==> src/crcu_map.svh <==
`ifndef CRCU_MAP_SVH
`define CRCU_MAP_SVH

// Register addresses on the special-function bus
`define CRCU_ADDR_CTRL 8'h84
`define CRCU_ADDR_IN 8'h85
`define CRCU_ADDR_WIN 8'h86
`define CRCU_ADDR_FLIP 8'hDF

// Control register field positions
`define CRCU_BIT_SEL 4
`define CRCU_BIT_INIT 3
`define CRCU_BIT_VAL 2
`define CRCU_PTR_HI 1
`define CRCU_PTR_LO 0

// Reset values and steps
`define CRCU_RST_BYTE 8'h00
`define CRCU_RST_PTR 2'h0
`define CRCU_PTR_STEP 2'h1
`define CRCU_RST_RESULT 32'h0000_0000

// Generators and load values
`define CRCU_POLY32 32'h04C1_1DB7
`define CRCU_POLY16 16'h1021
`define CRCU_INIT_ZERO 32'h0000_0000
`define CRCU_INIT_ONES 32'hFFFF_FFFF

// Byte geometry and input queue
`define CRCU_BITS_PER_BYTE 8
`define CRCU_FIFO_WIDTH 8
`define CRCU_FIFO_DEPTH 8

`endif

==> src/crcu_pkg.sv <==
package crcu_pkg;

  // Polynomial select; order matches the control bit encoding
  typedef enum logic {
    crcu_poly32,
    crcu_poly16
  } crcu_poly_e;

  // Whole state of the checksum engine
  typedef struct packed {
    crcu_poly_e poly_sel;   // Current generator
    logic init_val;         // Load value select
    logic [1:0] ptr;        // Result byte pointer
    logic [31:0] result;    // Internal result register
    logic [7:0] in_byte;    // Last accepted input byte
    logic [7:0] flip_byte;  // Last byte written to flip register
    logic [7:0] rdata;      // Registered read data
  } crcu_state_s;

endpackage

==> src/crcu_fifo.sv <==
`timescale 1ns/1ns
module crcu_fifo #(
  parameter int WIDTH = 8,
  parameter int DEPTH = 8
) (
  input wire logic mclk_i,
  input wire logic rst_i,
  input wire logic in_valid_i,
  output logic in_ready_o,
  input wire logic [WIDTH-1:0] in_data_i,
  output logic out_valid_o,
  input wire logic out_ready_i,
  output logic [WIDTH-1:0] out_data_o
);
  // Depth must be a power of two so pointers wrap naturally
  localparam int AW = $clog2(DEPTH);
  localparam int CW = $clog2(DEPTH + 1);

  // All queue state in one word
  typedef struct packed {
    logic [DEPTH-1:0][WIDTH-1:0] mem;  // Storage
    logic [AW-1:0] wptr;               // Next slot to fill
    logic [AW-1:0] rptr;               // Oldest slot
    logic [CW-1:0] count;              // Words held
  } crcu_fifo_s;

  crcu_fifo_s q_ff;
  crcu_fifo_s nxt_q;
  logic push;
  logic pop;

  // Honest flags from the occupancy count
  assign in_ready_o = (q_ff.count != CW'(DEPTH));
  assign out_valid_o = (q_ff.count != '0);
  assign out_data_o = q_ff.mem[q_ff.rptr];
  assign push = in_valid_i && in_ready_o;
  assign pop = out_valid_o && out_ready_i;

  // Next state: push and pop may happen together
  always_comb begin
    nxt_q = q_ff;
    if (push) begin
      nxt_q.mem[q_ff.wptr] = in_data_i;
      nxt_q.wptr = AW'(q_ff.wptr + 1'b1);
    end
    if (pop) begin
      nxt_q.rptr = AW'(q_ff.rptr + 1'b1);
    end
    if (push && !pop) begin
      nxt_q.count = CW'(q_ff.count + 1'b1);
    end else if (pop && !push) begin
      nxt_q.count = CW'(q_ff.count - 1'b1);
    end
  end

  // State register
  always_ff @(posedge mclk_i or posedge rst_i) begin
    if (rst_i) begin
      q_ff <= '0;
    end else begin
      q_ff <= nxt_q;
    end
  end
endmodule

==> src/crcu_top.sv <==
`timescale 1ns/1ns
`include "crcu_map.svh"
module crcu_top (
  input wire logic mclk_i,
  input wire logic rst_i,
  input wire logic [7:0] sfr_addr_i,
  input wire logic sfr_wr_i,
  input wire logic sfr_rd_i,
  input wire logic [7:0] sfr_wdata_i,
  output logic [7:0] sfr_rdata_o,
  output logic byte_in_ready_o,
  output logic fold_busy_o
);
  import crcu_pkg::*;

  // Registered engine state and its next value
  crcu_state_s st_ff;
  crcu_state_s nxt_st;

  // Address decode strobes
  logic wr_ctrl;
  logic wr_in;
  logic wr_win;
  logic wr_flip;
  logic rd_win;
  logic init_req;

  // Input queue handshake
  logic fifo_in_ready;
  logic fifo_out_valid;
  logic [7:0] fifo_out_data;
  logic fold_stall;
  logic fold_pop;

  // Window byte index and control readback
  logic [1:0] win_idx;
  logic [7:0] ctrl_rd;
  crcu_poly_e wr_poly;

  // Reflected form of the 32-bit generator, used by the right-shift engine
  localparam logic [31:0] POLY32_REFL = {<<{`CRCU_POLY32}};

  // Full byte fold in one cycle, so no multi-cycle busy window exists
  function automatic logic [31:0] fold_byte(
    input crcu_poly_e mode,
    input logic [31:0] acc,
    input logic [7:0] din
  );
    logic [31:0] r;
    logic [15:0] s;
    logic out_bit;
    r = acc;
    s = acc[15:0];
    out_bit = 1'b0;
    if (mode == crcu_poly32) begin
      // Reflected engine: byte enters the low end
      r[7:0] = r[7:0] ^ din;
      for (int i = 0; i < `CRCU_BITS_PER_BYTE; i++) begin
        out_bit = r[0];
        r = r >> 1;
        if (out_bit) begin
          r = r ^ POLY32_REFL;
        end
      end
    end else begin
      // Forward engine: byte enters the high end of the 16-bit result
      s[15:8] = s[15:8] ^ din;
      for (int i = 0; i < `CRCU_BITS_PER_BYTE; i++) begin
        out_bit = s[15];
        s = s << 1;
        if (out_bit) begin
          s = s ^ `CRCU_POLY16;
        end
      end
      // Upper half is not part of the 16-bit result and is left alone
      r = {acc[31:16], s};
    end
    return r;
  endfunction

  // Bus strobes, one write strobe per register plus the window read strobe
  assign wr_ctrl = sfr_wr_i && (sfr_addr_i == `CRCU_ADDR_CTRL);
  assign wr_in = sfr_wr_i && (sfr_addr_i == `CRCU_ADDR_IN);
  assign wr_win = sfr_wr_i && (sfr_addr_i == `CRCU_ADDR_WIN);
  assign wr_flip = sfr_wr_i && (sfr_addr_i == `CRCU_ADDR_FLIP);
  assign rd_win = sfr_rd_i && (sfr_addr_i == `CRCU_ADDR_WIN);

  // Init trigger is a write-only bit, never stored
  assign init_req = wr_ctrl && sfr_wdata_i[`CRCU_BIT_INIT];
  assign wr_poly = crcu_poly_e'(sfr_wdata_i[`CRCU_BIT_SEL]);

  // Software writes to the result outrank folding; the queue holds the byte
  assign fold_stall = init_req || wr_win;
  assign fold_pop = fifo_out_valid && !fold_stall;

  // Pointer to byte index; 16-bit mode aliases the upper two codes
  always_comb begin
    if (st_ff.poly_sel == crcu_poly16) begin
      win_idx = {1'b0, st_ff.ptr[0]};
    end else begin
      win_idx = st_ff.ptr;
    end
  end

  // Control readback; unused and write-only bits read zero
  always_comb begin
    ctrl_rd = `CRCU_RST_BYTE;
    ctrl_rd[`CRCU_BIT_SEL] = st_ff.poly_sel;
    ctrl_rd[`CRCU_BIT_VAL] = st_ff.init_val;
    ctrl_rd[`CRCU_PTR_HI:`CRCU_PTR_LO] = st_ff.ptr;
  end

  // Input byte queue between the bus and the fold engine
  crcu_fifo #(
    .WIDTH(`CRCU_FIFO_WIDTH),
    .DEPTH(`CRCU_FIFO_DEPTH)
  ) u_in_fifo (
    .mclk_i(mclk_i),
    .rst_i(rst_i),
    .in_valid_i(wr_in),
    .in_ready_o(fifo_in_ready),
    .in_data_i(sfr_wdata_i),
    .out_valid_o(fifo_out_valid),
    .out_ready_i(!fold_stall),
    .out_data_o(fifo_out_data)
  );

  // Next-state logic for the whole engine
  always_comb begin
    nxt_st = st_ff;
    // Control write: mode, load value and pointer
    if (wr_ctrl) begin
      nxt_st.poly_sel = wr_poly;
      nxt_st.init_val = sfr_wdata_i[`CRCU_BIT_VAL];
      nxt_st.ptr = sfr_wdata_i[`CRCU_PTR_HI:`CRCU_PTR_LO];
    end
    // Input write: accepted only while the queue has room
    if (wr_in && fifo_in_ready) begin
      nxt_st.in_byte = sfr_wdata_i;
    end
    // Flip register keeps the raw byte; reversal happens on read
    if (wr_flip) begin
      nxt_st.flip_byte = sfr_wdata_i;
    end
    // Result update, highest priority first
    if (init_req) begin
      // Whole 32 bits load, whatever the mode
      nxt_st.result = sfr_wdata_i[`CRCU_BIT_VAL] ? `CRCU_INIT_ONES : `CRCU_INIT_ZERO;
    end else if (wr_win) begin
      nxt_st.result[win_idx*`CRCU_BITS_PER_BYTE +: `CRCU_BITS_PER_BYTE] = sfr_wdata_i;
    end else if (fold_pop) begin
      nxt_st.result = fold_byte(st_ff.poly_sel, st_ff.result, fifo_out_data);
    end
    // Otherwise the result simply holds
    // Window access moves the pointer on
    if (wr_win || rd_win) begin
      nxt_st.ptr = st_ff.ptr + `CRCU_PTR_STEP;
    end
    // Read data is captured on the read strobe
    if (sfr_rd_i) begin
      case (sfr_addr_i)
        `CRCU_ADDR_CTRL: begin
          nxt_st.rdata = ctrl_rd;
        end
        `CRCU_ADDR_IN: begin
          nxt_st.rdata = st_ff.in_byte;
        end
        `CRCU_ADDR_WIN: begin
          nxt_st.rdata = st_ff.result[win_idx*`CRCU_BITS_PER_BYTE +: `CRCU_BITS_PER_BYTE];
        end
        `CRCU_ADDR_FLIP: begin
          nxt_st.rdata = {<<{st_ff.flip_byte}};
        end
        default: begin
          // Unmapped address answers zero
          nxt_st.rdata = `CRCU_RST_BYTE;
        end
      endcase
    end
  end

  // Single state register; reset loads constants only, field by field
  always_ff @(posedge mclk_i or posedge rst_i) begin
    if (rst_i) begin
      // 32-bit mode, zero load value, pointer on the low byte
      st_ff.poly_sel <= crcu_poly32;
      st_ff.init_val <= 1'b0;
      st_ff.ptr <= `CRCU_RST_PTR;
      st_ff.result <= `CRCU_RST_RESULT;
      st_ff.in_byte <= `CRCU_RST_BYTE;
      st_ff.flip_byte <= `CRCU_RST_BYTE;
      st_ff.rdata <= `CRCU_RST_BYTE;
    end else begin
      st_ff <= nxt_st;
    end
  end

  // Outputs; the queue drains in one cycle, so two-cycle access spacing is enough
  assign sfr_rdata_o = st_ff.rdata;
  assign byte_in_ready_o = fifo_in_ready;
  assign fold_busy_o = fifo_out_valid;
endmodule

==> config.mk <==
export PLATFORM = sky130hd
export DESIGN_NAME = crcu_top
export DESIGN_NICKNAME = d
export VERILOG_FILES = /design/src/crcu_pkg.sv /design/src/crcu_fifo.sv /design/src/crcu_top.sv
export VERILOG_INCLUDE_DIRS = /design/src
export SDC_FILE = /design/constraint.sdc
export NUM_CORES = 1
export LEC_CHECK = 0
export BUFFER_PORTS_ARGS = -buffer_cell sky130_fd_sc_hd__clkbuf_2
export CORE_ASPECT_RATIO = 2
export CORE_MARGIN = 2
export CORE_UTILIZATION = 60
export CTS_CLUSTER_SIZE = 28
export DETAILED_ROUTE_END_ITERATION = 10
export PLACE_DENSITY = 0.81
export REMOVE_ABC_BUFFERS = 1
export SLEW_MARGIN = 0
export SYNTH_ARGS = -nofsm -noshare
export SYNTH_HDL_FRONTEND = slang
export SYNTH_SLANG_ARGS = --single-unit
==> constraint.sdc <==
create_clock -name mclk_i -period 5 [get_ports mclk_i]
set_clock_uncertainty 0.2 [all_clocks]
set_input_delay 0.25 -clock mclk_i [delete_from_list [all_inputs] [get_ports mclk_i]]
set_output_delay 0.25 -clock mclk_i [all_outputs]
set_load 0.005 [all_outputs]
==> results.md, run 1 <==
- Dominant synthesized flop cell: dfrtp_1
- Yosys cell types: a little over 70
- Clk_lat worst skew: approximately 0.42 ns
- Std cell rows: 60
- Via count: approximately 5700
- Share of layout cells above drive strength 1: between 20% and 30%
- Largest fanout on the critical path: 34
- Complex-gate fraction of the synthesized area: 11.47%
- First-pass DRT Iterations: 5
- Remaining antenna violation count after routing: 0
- Largest net degree at the start of global routing: 99
- IO Pins: 30
- CTS tree: yes
- Vias in the first global route: about 5900
- CTS root buf: clkbuf_16
- Placed Instance Area: between 8000 and 9000 um2
- Dpl cells: ~850
- CORE AREA: about 13000 um2
- Finished Layout Cells: between 800 and 900
- Share of flip-flops with an asynchronous set or reset: 100.0%
- Final period util: ~73%
- Post-CTS setup buffers: 0
- Synth Area in Adders: under 10%
- DRC Markers: 0
- First-pass GRT wire length: approximately 32 mm
- Max H-tree Level: 4
- Sequential element share of the synthesized area: between 40% and 50%
- Clock sinks: about 130
- Clk pin slew, worst setup/hold paths: 0.06 ns
- Placer Congestion: just under 1
- EDFF count, synth: 0
- Total Wirelength: roughly 20 mm
- Setup TNS Final: 0 ns
- Crit path buf inv count: 0
- Setup crit end kind: flop
- Avg Cell Area, Syn: between 10 and 15 um2
- Family with the most delay on the worst path: XOR/XNOR gates
- Slew Limit Fails: 0
- Hpwl dp: 13.43 mm
- TritonCTS Buffers: 17
- Die H: between 150 and 200 um
- Final Setup Violations: 0
- Final hold viol count: 0
- Fin crit period: between 3 and 4 ns
- Most common cell after layout, fill and taps aside: dfrtp_1
- Post-Syn Instances: about 700
- Post-route cell area: 8776 um2
- Outcome: finished clean
- Worst EP required: slightly above 5 ns
- Max-Cap Viols: 0
- Xor/xnor share of the synthesized area: 13.67%
- Worst path cell trace: mux2i_1 > a22oi_1 > nand2_2 > xor2_2 > xnor3_2 > xnor2_1 > a221oi_1 > o21ai_1
- Layout area overhead: 8.829%
- Crit path arrival time: about 3.7 ns
- Clock tree buffer depth: 2
- Post-synthesis simple-gate area fraction: under 10%
- DR iter-0 viols: ~640
- ANT cells: 0
- CP max stage delay: between 1 and 1.5 ns
- RSZ-0062 raised after global routing: no
- Largest family of logic cells by synthesized area: multiplexers
- Chip Width: between 80 and 90 um
- Slew headroom: a little over a fifth
- Pre-CTS WS: about 1.4 ns
- F_max: between 200 and 300 MHz
- Antenna violations before repair: 0
- Seq cells post-synth: roughly 130
- Most frequent cells in the layout: dfrtp_1 (133), mux2_2 (88), xnor2_1 (54), nand2_1 (44), mux2i_1 (41)
- Congestion Overflow GR: 0
- IO buf count: 29
- Die ar.: between 10000 and 15000 um2
- CTS Hold Bufs: 2
- Kind of critical path: reg -> reg
- Post-synthesis cell area: about 8100 um2
- Worst setup SP type: flop
- Min-Delay Path Class: in -> reg
- Synth Warn #: 0
- Via density: between 6 and 7
- Global Route Usage Sum: 29.52%
- Slowest cell on the critical path: dfrtp_2
- Nets: about 740
- WL/cell: around 23 um
- Post-cts sizing count: 0
- Setup slack after layout: about 1.4 ns
- Mux contribution to synthesized area: between 10% and 20%
- Worst-Margin Slew: 1.173 ns
- R2R setup slack: between 1 and 1.5 ns
- Initial Util: roughly three fifths
## layer usage
metal	part of all wire, %	track usage [%]	vias to the layer above
met5	0	0	-
met4	3.4	12.56	0
met3	7.0	8.137	62
met2	50	46.85	259
met1	40	37.72	2829
li1	-	-	2565
## path summary, 6_finish.rpt
check                              startpoint            endpoint  depth (start not counted)
setup / recovery            u_in_fifo.q_ff[5]           st_ff[54]                          8
hold / removal                       sfr_wr_i          ctrl_rd[1]                          3
setup reg to reg            u_in_fifo.q_ff[5]           st_ff[54]                          8
hold reg to reg            u_in_fifo.q_ff[61]  u_in_fifo.q_ff[61]                          1
max in group asynchronous               rst_i           st_ff[50]                          4
min in group asynchronous               rst_i  u_in_fifo.q_ff[52]                          3
## cell usage after synthesis (all sizes together) (9+ instances only)
cell type,number,area share (%)
dfrtp,134,42
o22ai,9,0.70
mux2i,41,5.1
o21ai,32,2.0
clkbuf,25,1.2
nor2,24,1.1
inv,17,0.79
a21oi,24,1.5
xor2,41,6.1
nor3,9,0.82
mux2,88,12
nand2,49,2.4
a22oi,16,1.5
a221oi,16,1.7
xnor2,58,7.0
ha,9,1.4
buf,20,2.0
## cell type report
type	count	area, um2
clock buffer	18	439.2
timing repair buffer	35	195.2
sequential	134	3354
tap	155	193.9
inverter	17	68.82
multi-input combinational	506	4389
clock inverter	13	135.1
fill	991	4512
## stage by stage
step	hold slack [ns]	util [%]
3_3_place_gp	0.2718	61.57
5_1_grt	0.1262	66.05
6_report	0.1152	66.05
4_1_cts	0.08779	66.05
2_1_floorplan	0.1554	-
3_5_place_dp	0.2929	61.57
## flip-flops by register name, summed over array words and instances, names as in the netlist
name	count
ctrl_rd	4
sfr_rdata_o	8
st_ff	48
u_in_fifo.q_ff	74
## tightest hold or removal path, delay by kind of cell
family	cells	cell delay [ns]
AO/OA/AOI/OAI	2	0.26
buffers and inverters	1	0.17
## cells by family after synthesis
family,after synthesis
DFF,134
buffers and inverters,62
xor gates and xnor gates,101
and+or+nand+nor,123
muxes,136
adders and majority gates,10
AOI/OAI and AO/OA,136
Power of run 1 is left out: the tool's default activity adds up to more than one toggle a clock period on the data nets, which glitch-free logic cannot reach.
==> inputs of run 2 (changes only) <==
ABC_AREA = 1   (was not set)
PLACE_DENSITY = 0.8   (was 0.81)
clock period = 3.4 ns   (was 5 ns; I/O delays follow)
==> run 2 against run 1 <==
Compared with the run above:
- clock-buffer cell count is 1 higher
- final cell count is 61% higher
- synthesized cell count is 66% higher
- via count is 46% higher
- utilization is 2.3 points higher
- worst hold slack worse by 0.061 ns
- die area is 9.4% higher
- critical path depth is 5 higher
- largest cell class unchanged
- first-iteration DRC count is 36% higher
- maximum frequency is 18% higher
- register-to-register slack worse by 1.0 ns
- setup slack worse by 1.0 ns
==> results.md, run 2 <==
- First-pass DRT Iterations: 6 (+1)
- CTS root buf: clkbuf_16
- Max-Cap Viols: 0 (unchanged)
- IO Pins: 30 (unchanged)
- WL/cell: 20.53 um (-11%)
- Nets: 1237 (+67%)
- Dpl cells: 1368 (+62%)
- Most common cell after layout, fill and taps aside: nand2_1
- Vias in the first global route: 8430 (+44%)
- Post-Syn Instances: 1164 (+66%)
- Post-synthesis cell area: 8850 um2 (+9.7%)
- CTS tree: yes
- Kind of critical path: reg -> reg
- Clock tree buffer depth: 2 (unchanged)
- Max H-tree Level: 4 (unchanged)
- Final Setup Violations: 0 (unchanged)
- Clock sinks: 134 (unchanged)
- CORE AREA: 14430 um2 (+8.6%)
- Largest net degree at the start of global routing: 72 (-27%)
- Outcome: finished clean
- Initial Util: 61.33% (+0.65 points)
- Pwr Density: around 1200 nW/um2
- R2R setup slack: 0.31 ns (-1.04 ns)
- Worst r2r src: u_in_fifo.q_ff[4]
- Placed Instance Area: 9169 um2 (+12%)
- Leak pwr: around 4.8 nW
- Std cell rows: 62 (+3.3%)
- Die ar.: 15800 um2 (+9.4%)
- Congestion Overflow GR: 0 (unchanged)
- Final core utilization: 68.32% (+2.3 points)
- Most common cell in the netlist: nand2_1
- RSZ-0062 raised after global routing: no
- Chip Width: 89.88 um (+4.5%)
- Multi-input gate area: 4726 um2 (+7.7%)
- Worst Setup SP: u_in_fifo.q_ff[4]
- Synth Warn #: 0 (unchanged)
- Sequential element share of the synthesized area: 37.89% (-3.7 points)
- Area contributors post-synth: dfrtp_1 (38%), nand2_1 (13%), o21ai_0 (6.4%), inv_1 (4.8%), nand3_1 (4.1%)
- Number of fill cells in the layout: 1279 (+29%)
- Remaining antenna violation count after routing: 0 (unchanged)
- Largest fanout on the critical path: 12 (-65%)
- Placer Congestion: 1.045 (+8.7%)
- Dominant synthesized flop cell: dfrtp_1
- First-pass GRT wire length: 45.71 mm (+42%)
- Most frequent cells in the layout: nand2_1 (309), dfrtp_1 (134), o21ai_0 (114), inv_1 (113), nor2_1 (80)
- Share of layout cells above drive strength 1: 15.35% (-11 points)
- Layout area overhead: 11.40%
- Setup crit end kind: flop
- ANT cells: 0 (unchanged)
- Worst setup SP type: flop
- Register area: 3353 um2 (about the same)
- Worst-Margin Slew: 0.9224 ns (-0.2508 ns)
- Most frequent cells after synthesis: nand2_1 (309), dfrtp_1 (134), inv_1 (114), o21ai_0 (114), nor2_1 (80)
- DRC Markers: 0 (unchanged)
- Via count: 8339 (+46%)
- Min-Delay Path Class: in -> reg
- Total Wirelength: 28.94 mm (+44%)
- Final hold viol count: 0 (unchanged)
- Top reg by flops: u_in_fifo.q_ff
- TritonCTS Buffers: 17 (unchanged)
- Global Route Usage Sum: 38.22% (+8.7 points)
- Slew Limit Fails: 0 (unchanged)
- F_max: 323.5 MHz (+18%)
- Yosys cell types: 52 (-28%)
- Post-cts sizing count: 0 (unchanged)
- Peak VDD IR: approximately 0.00067 V
- Number of flip-flops under the largest register name: 74 (unchanged)
- EDFF count, synth: 0 (unchanged)
- Post-route cell area: 9858 um2 (+12%)
- Die H: 175.8 um (+4.6%)
- Setup TNS Final: 0 ns (unchanged)
- Crit path arrival time: 3.18 ns (-0.56 ns)
- Antenna violations before repair: 0 (unchanged)
- IO buf count: 29 (unchanged)
- Tot Pwr: around 12 mW
- Via density: 5.914 (-9.1%)
- Share of flip-flops with an asynchronous set or reset: 100.0% (unchanged)
- Synth area leader: dfrtp_1
- Worst hold slack: 0.05383 ns (-0.06132 ns)
- Synth top area share: 37.89% (-3.7 points)
- Seq cells post-synth: 134 (unchanged)
- Slew headroom: 37.86% (+17 points)
- Clk_lat worst skew: 0.43 ns (about the same)
- Setup slack after layout: 0.3093 ns (-1.042 ns)
- Clk pin slew, worst setup/hold paths: 0.06 ns (about the same)
- Avg Cell Area, Syn: 7.603 um2 (-34%)
- Worst EP required: 3.48 ns (-1.61 ns)
- Fin crit period: 3.091 ns (-0.5582 ns)
- Finished Layout Cells: 1410 (+61%)
- DR iter-0 viols: 869 (+36%)
- Final period util: 90.90% (+18 points)
- Pre-CTS WS: 0.4476 ns (-0.9233 ns)
- Hpwl dp: 21.50 mm (+60%)
- Hold Crit Start: sfr_addr_i[1]
-- run 2: changes by cell type after synthesis, moves of 20 or more --
cell,delta
nand2_2,+20
o21ai_0,+92
mux2i_1,-41
a21oi_1,+46
o21ai_1,+23
mux2_2,-87
xnor2_1,-47
nand3_1,+65
inv_1,+97
nor2_1,+56
nand2_1,+265
-- run 2: routing by layer --
layer / track usage [%] / part of all wire, % / vias to the layer above
li1: - / - / 3866
met1: 38.64 / 33 / 3895
met2: 66.22 / 50 / 416
met3: 7.164 / 6.7 / 162
met4: 34.42 / 10 / 0
met5: 0 / 0 / -
-- run 2: power breakdown --
part           internal (mW)  switching [mW]
logic                   2.53            5.31
clock network           1.09           0.728
registers               1.90           0.382
total                   5.52            6.42
-- run 2: final timing paths --
path | end | depth (start not counted)
min reg2reg | u_in_fifo.q_ff[64] | 2
max | st_ff[32] | 13
max in group asynchronous | u_in_fifo.q_ff[8] | 4
max reg2reg | st_ff[32] | 13
min in group asynchronous | st_ff[28] | 3
min | ctrl_rd[4] | 6
-- run 2: worst max-delay path, cell delays in order, from the launching register on --
cell,delay [ns]
dfrtp_1,0.63
buf_4,0.27
nand2_1,0.09
nand2_1,0.08
nand2_1,0.10
nand3_2,0.13
nand2_2,0.08
nand2_1,0.10
nand2_4,0.11
xor2_4,0.24
o21ai_0,0.62
nand2_1,0.11
nand2_1,0.09
a22oi_1,0.10
-- run 2: kinds of logic (layout without fill, tap and decap cells) --
group                    count (synthesis)  after routing  synth area share (%)
XOR/XNOR                                53             53                 6.984
AO/OA/AOI/OAI                          260            260                 16.44
adder cells (fa/ha/maj)                 10             10                 1.499
AND/OR/NAND/NOR                        534            534                 28.35
flip-flops                             134            134                 37.89
multiplexers                             1              1                0.1272
buffers and inverters                  172            226                 8.709
-- run 2: cell type report --
cell class / count / share of cell area [%]
flip-flops and latches: 134 / 34.01
well taps: 192 / 2.437
multi-input cells: 858 / 47.94
inverters: 131 / 5.191
clock buffers: 19 / 4.493
repair buffers: 65 / 4.645
clock inverters: 11 / 1.282
-- run 2: repair_timing --
item                                   4_1_cts  5_1_grt
buffers inserted                             0        0
endpoints found under the hold margin       83        0
hold buffers                                12        0
No activity file was read; power rests on OpenSTA's default activity.
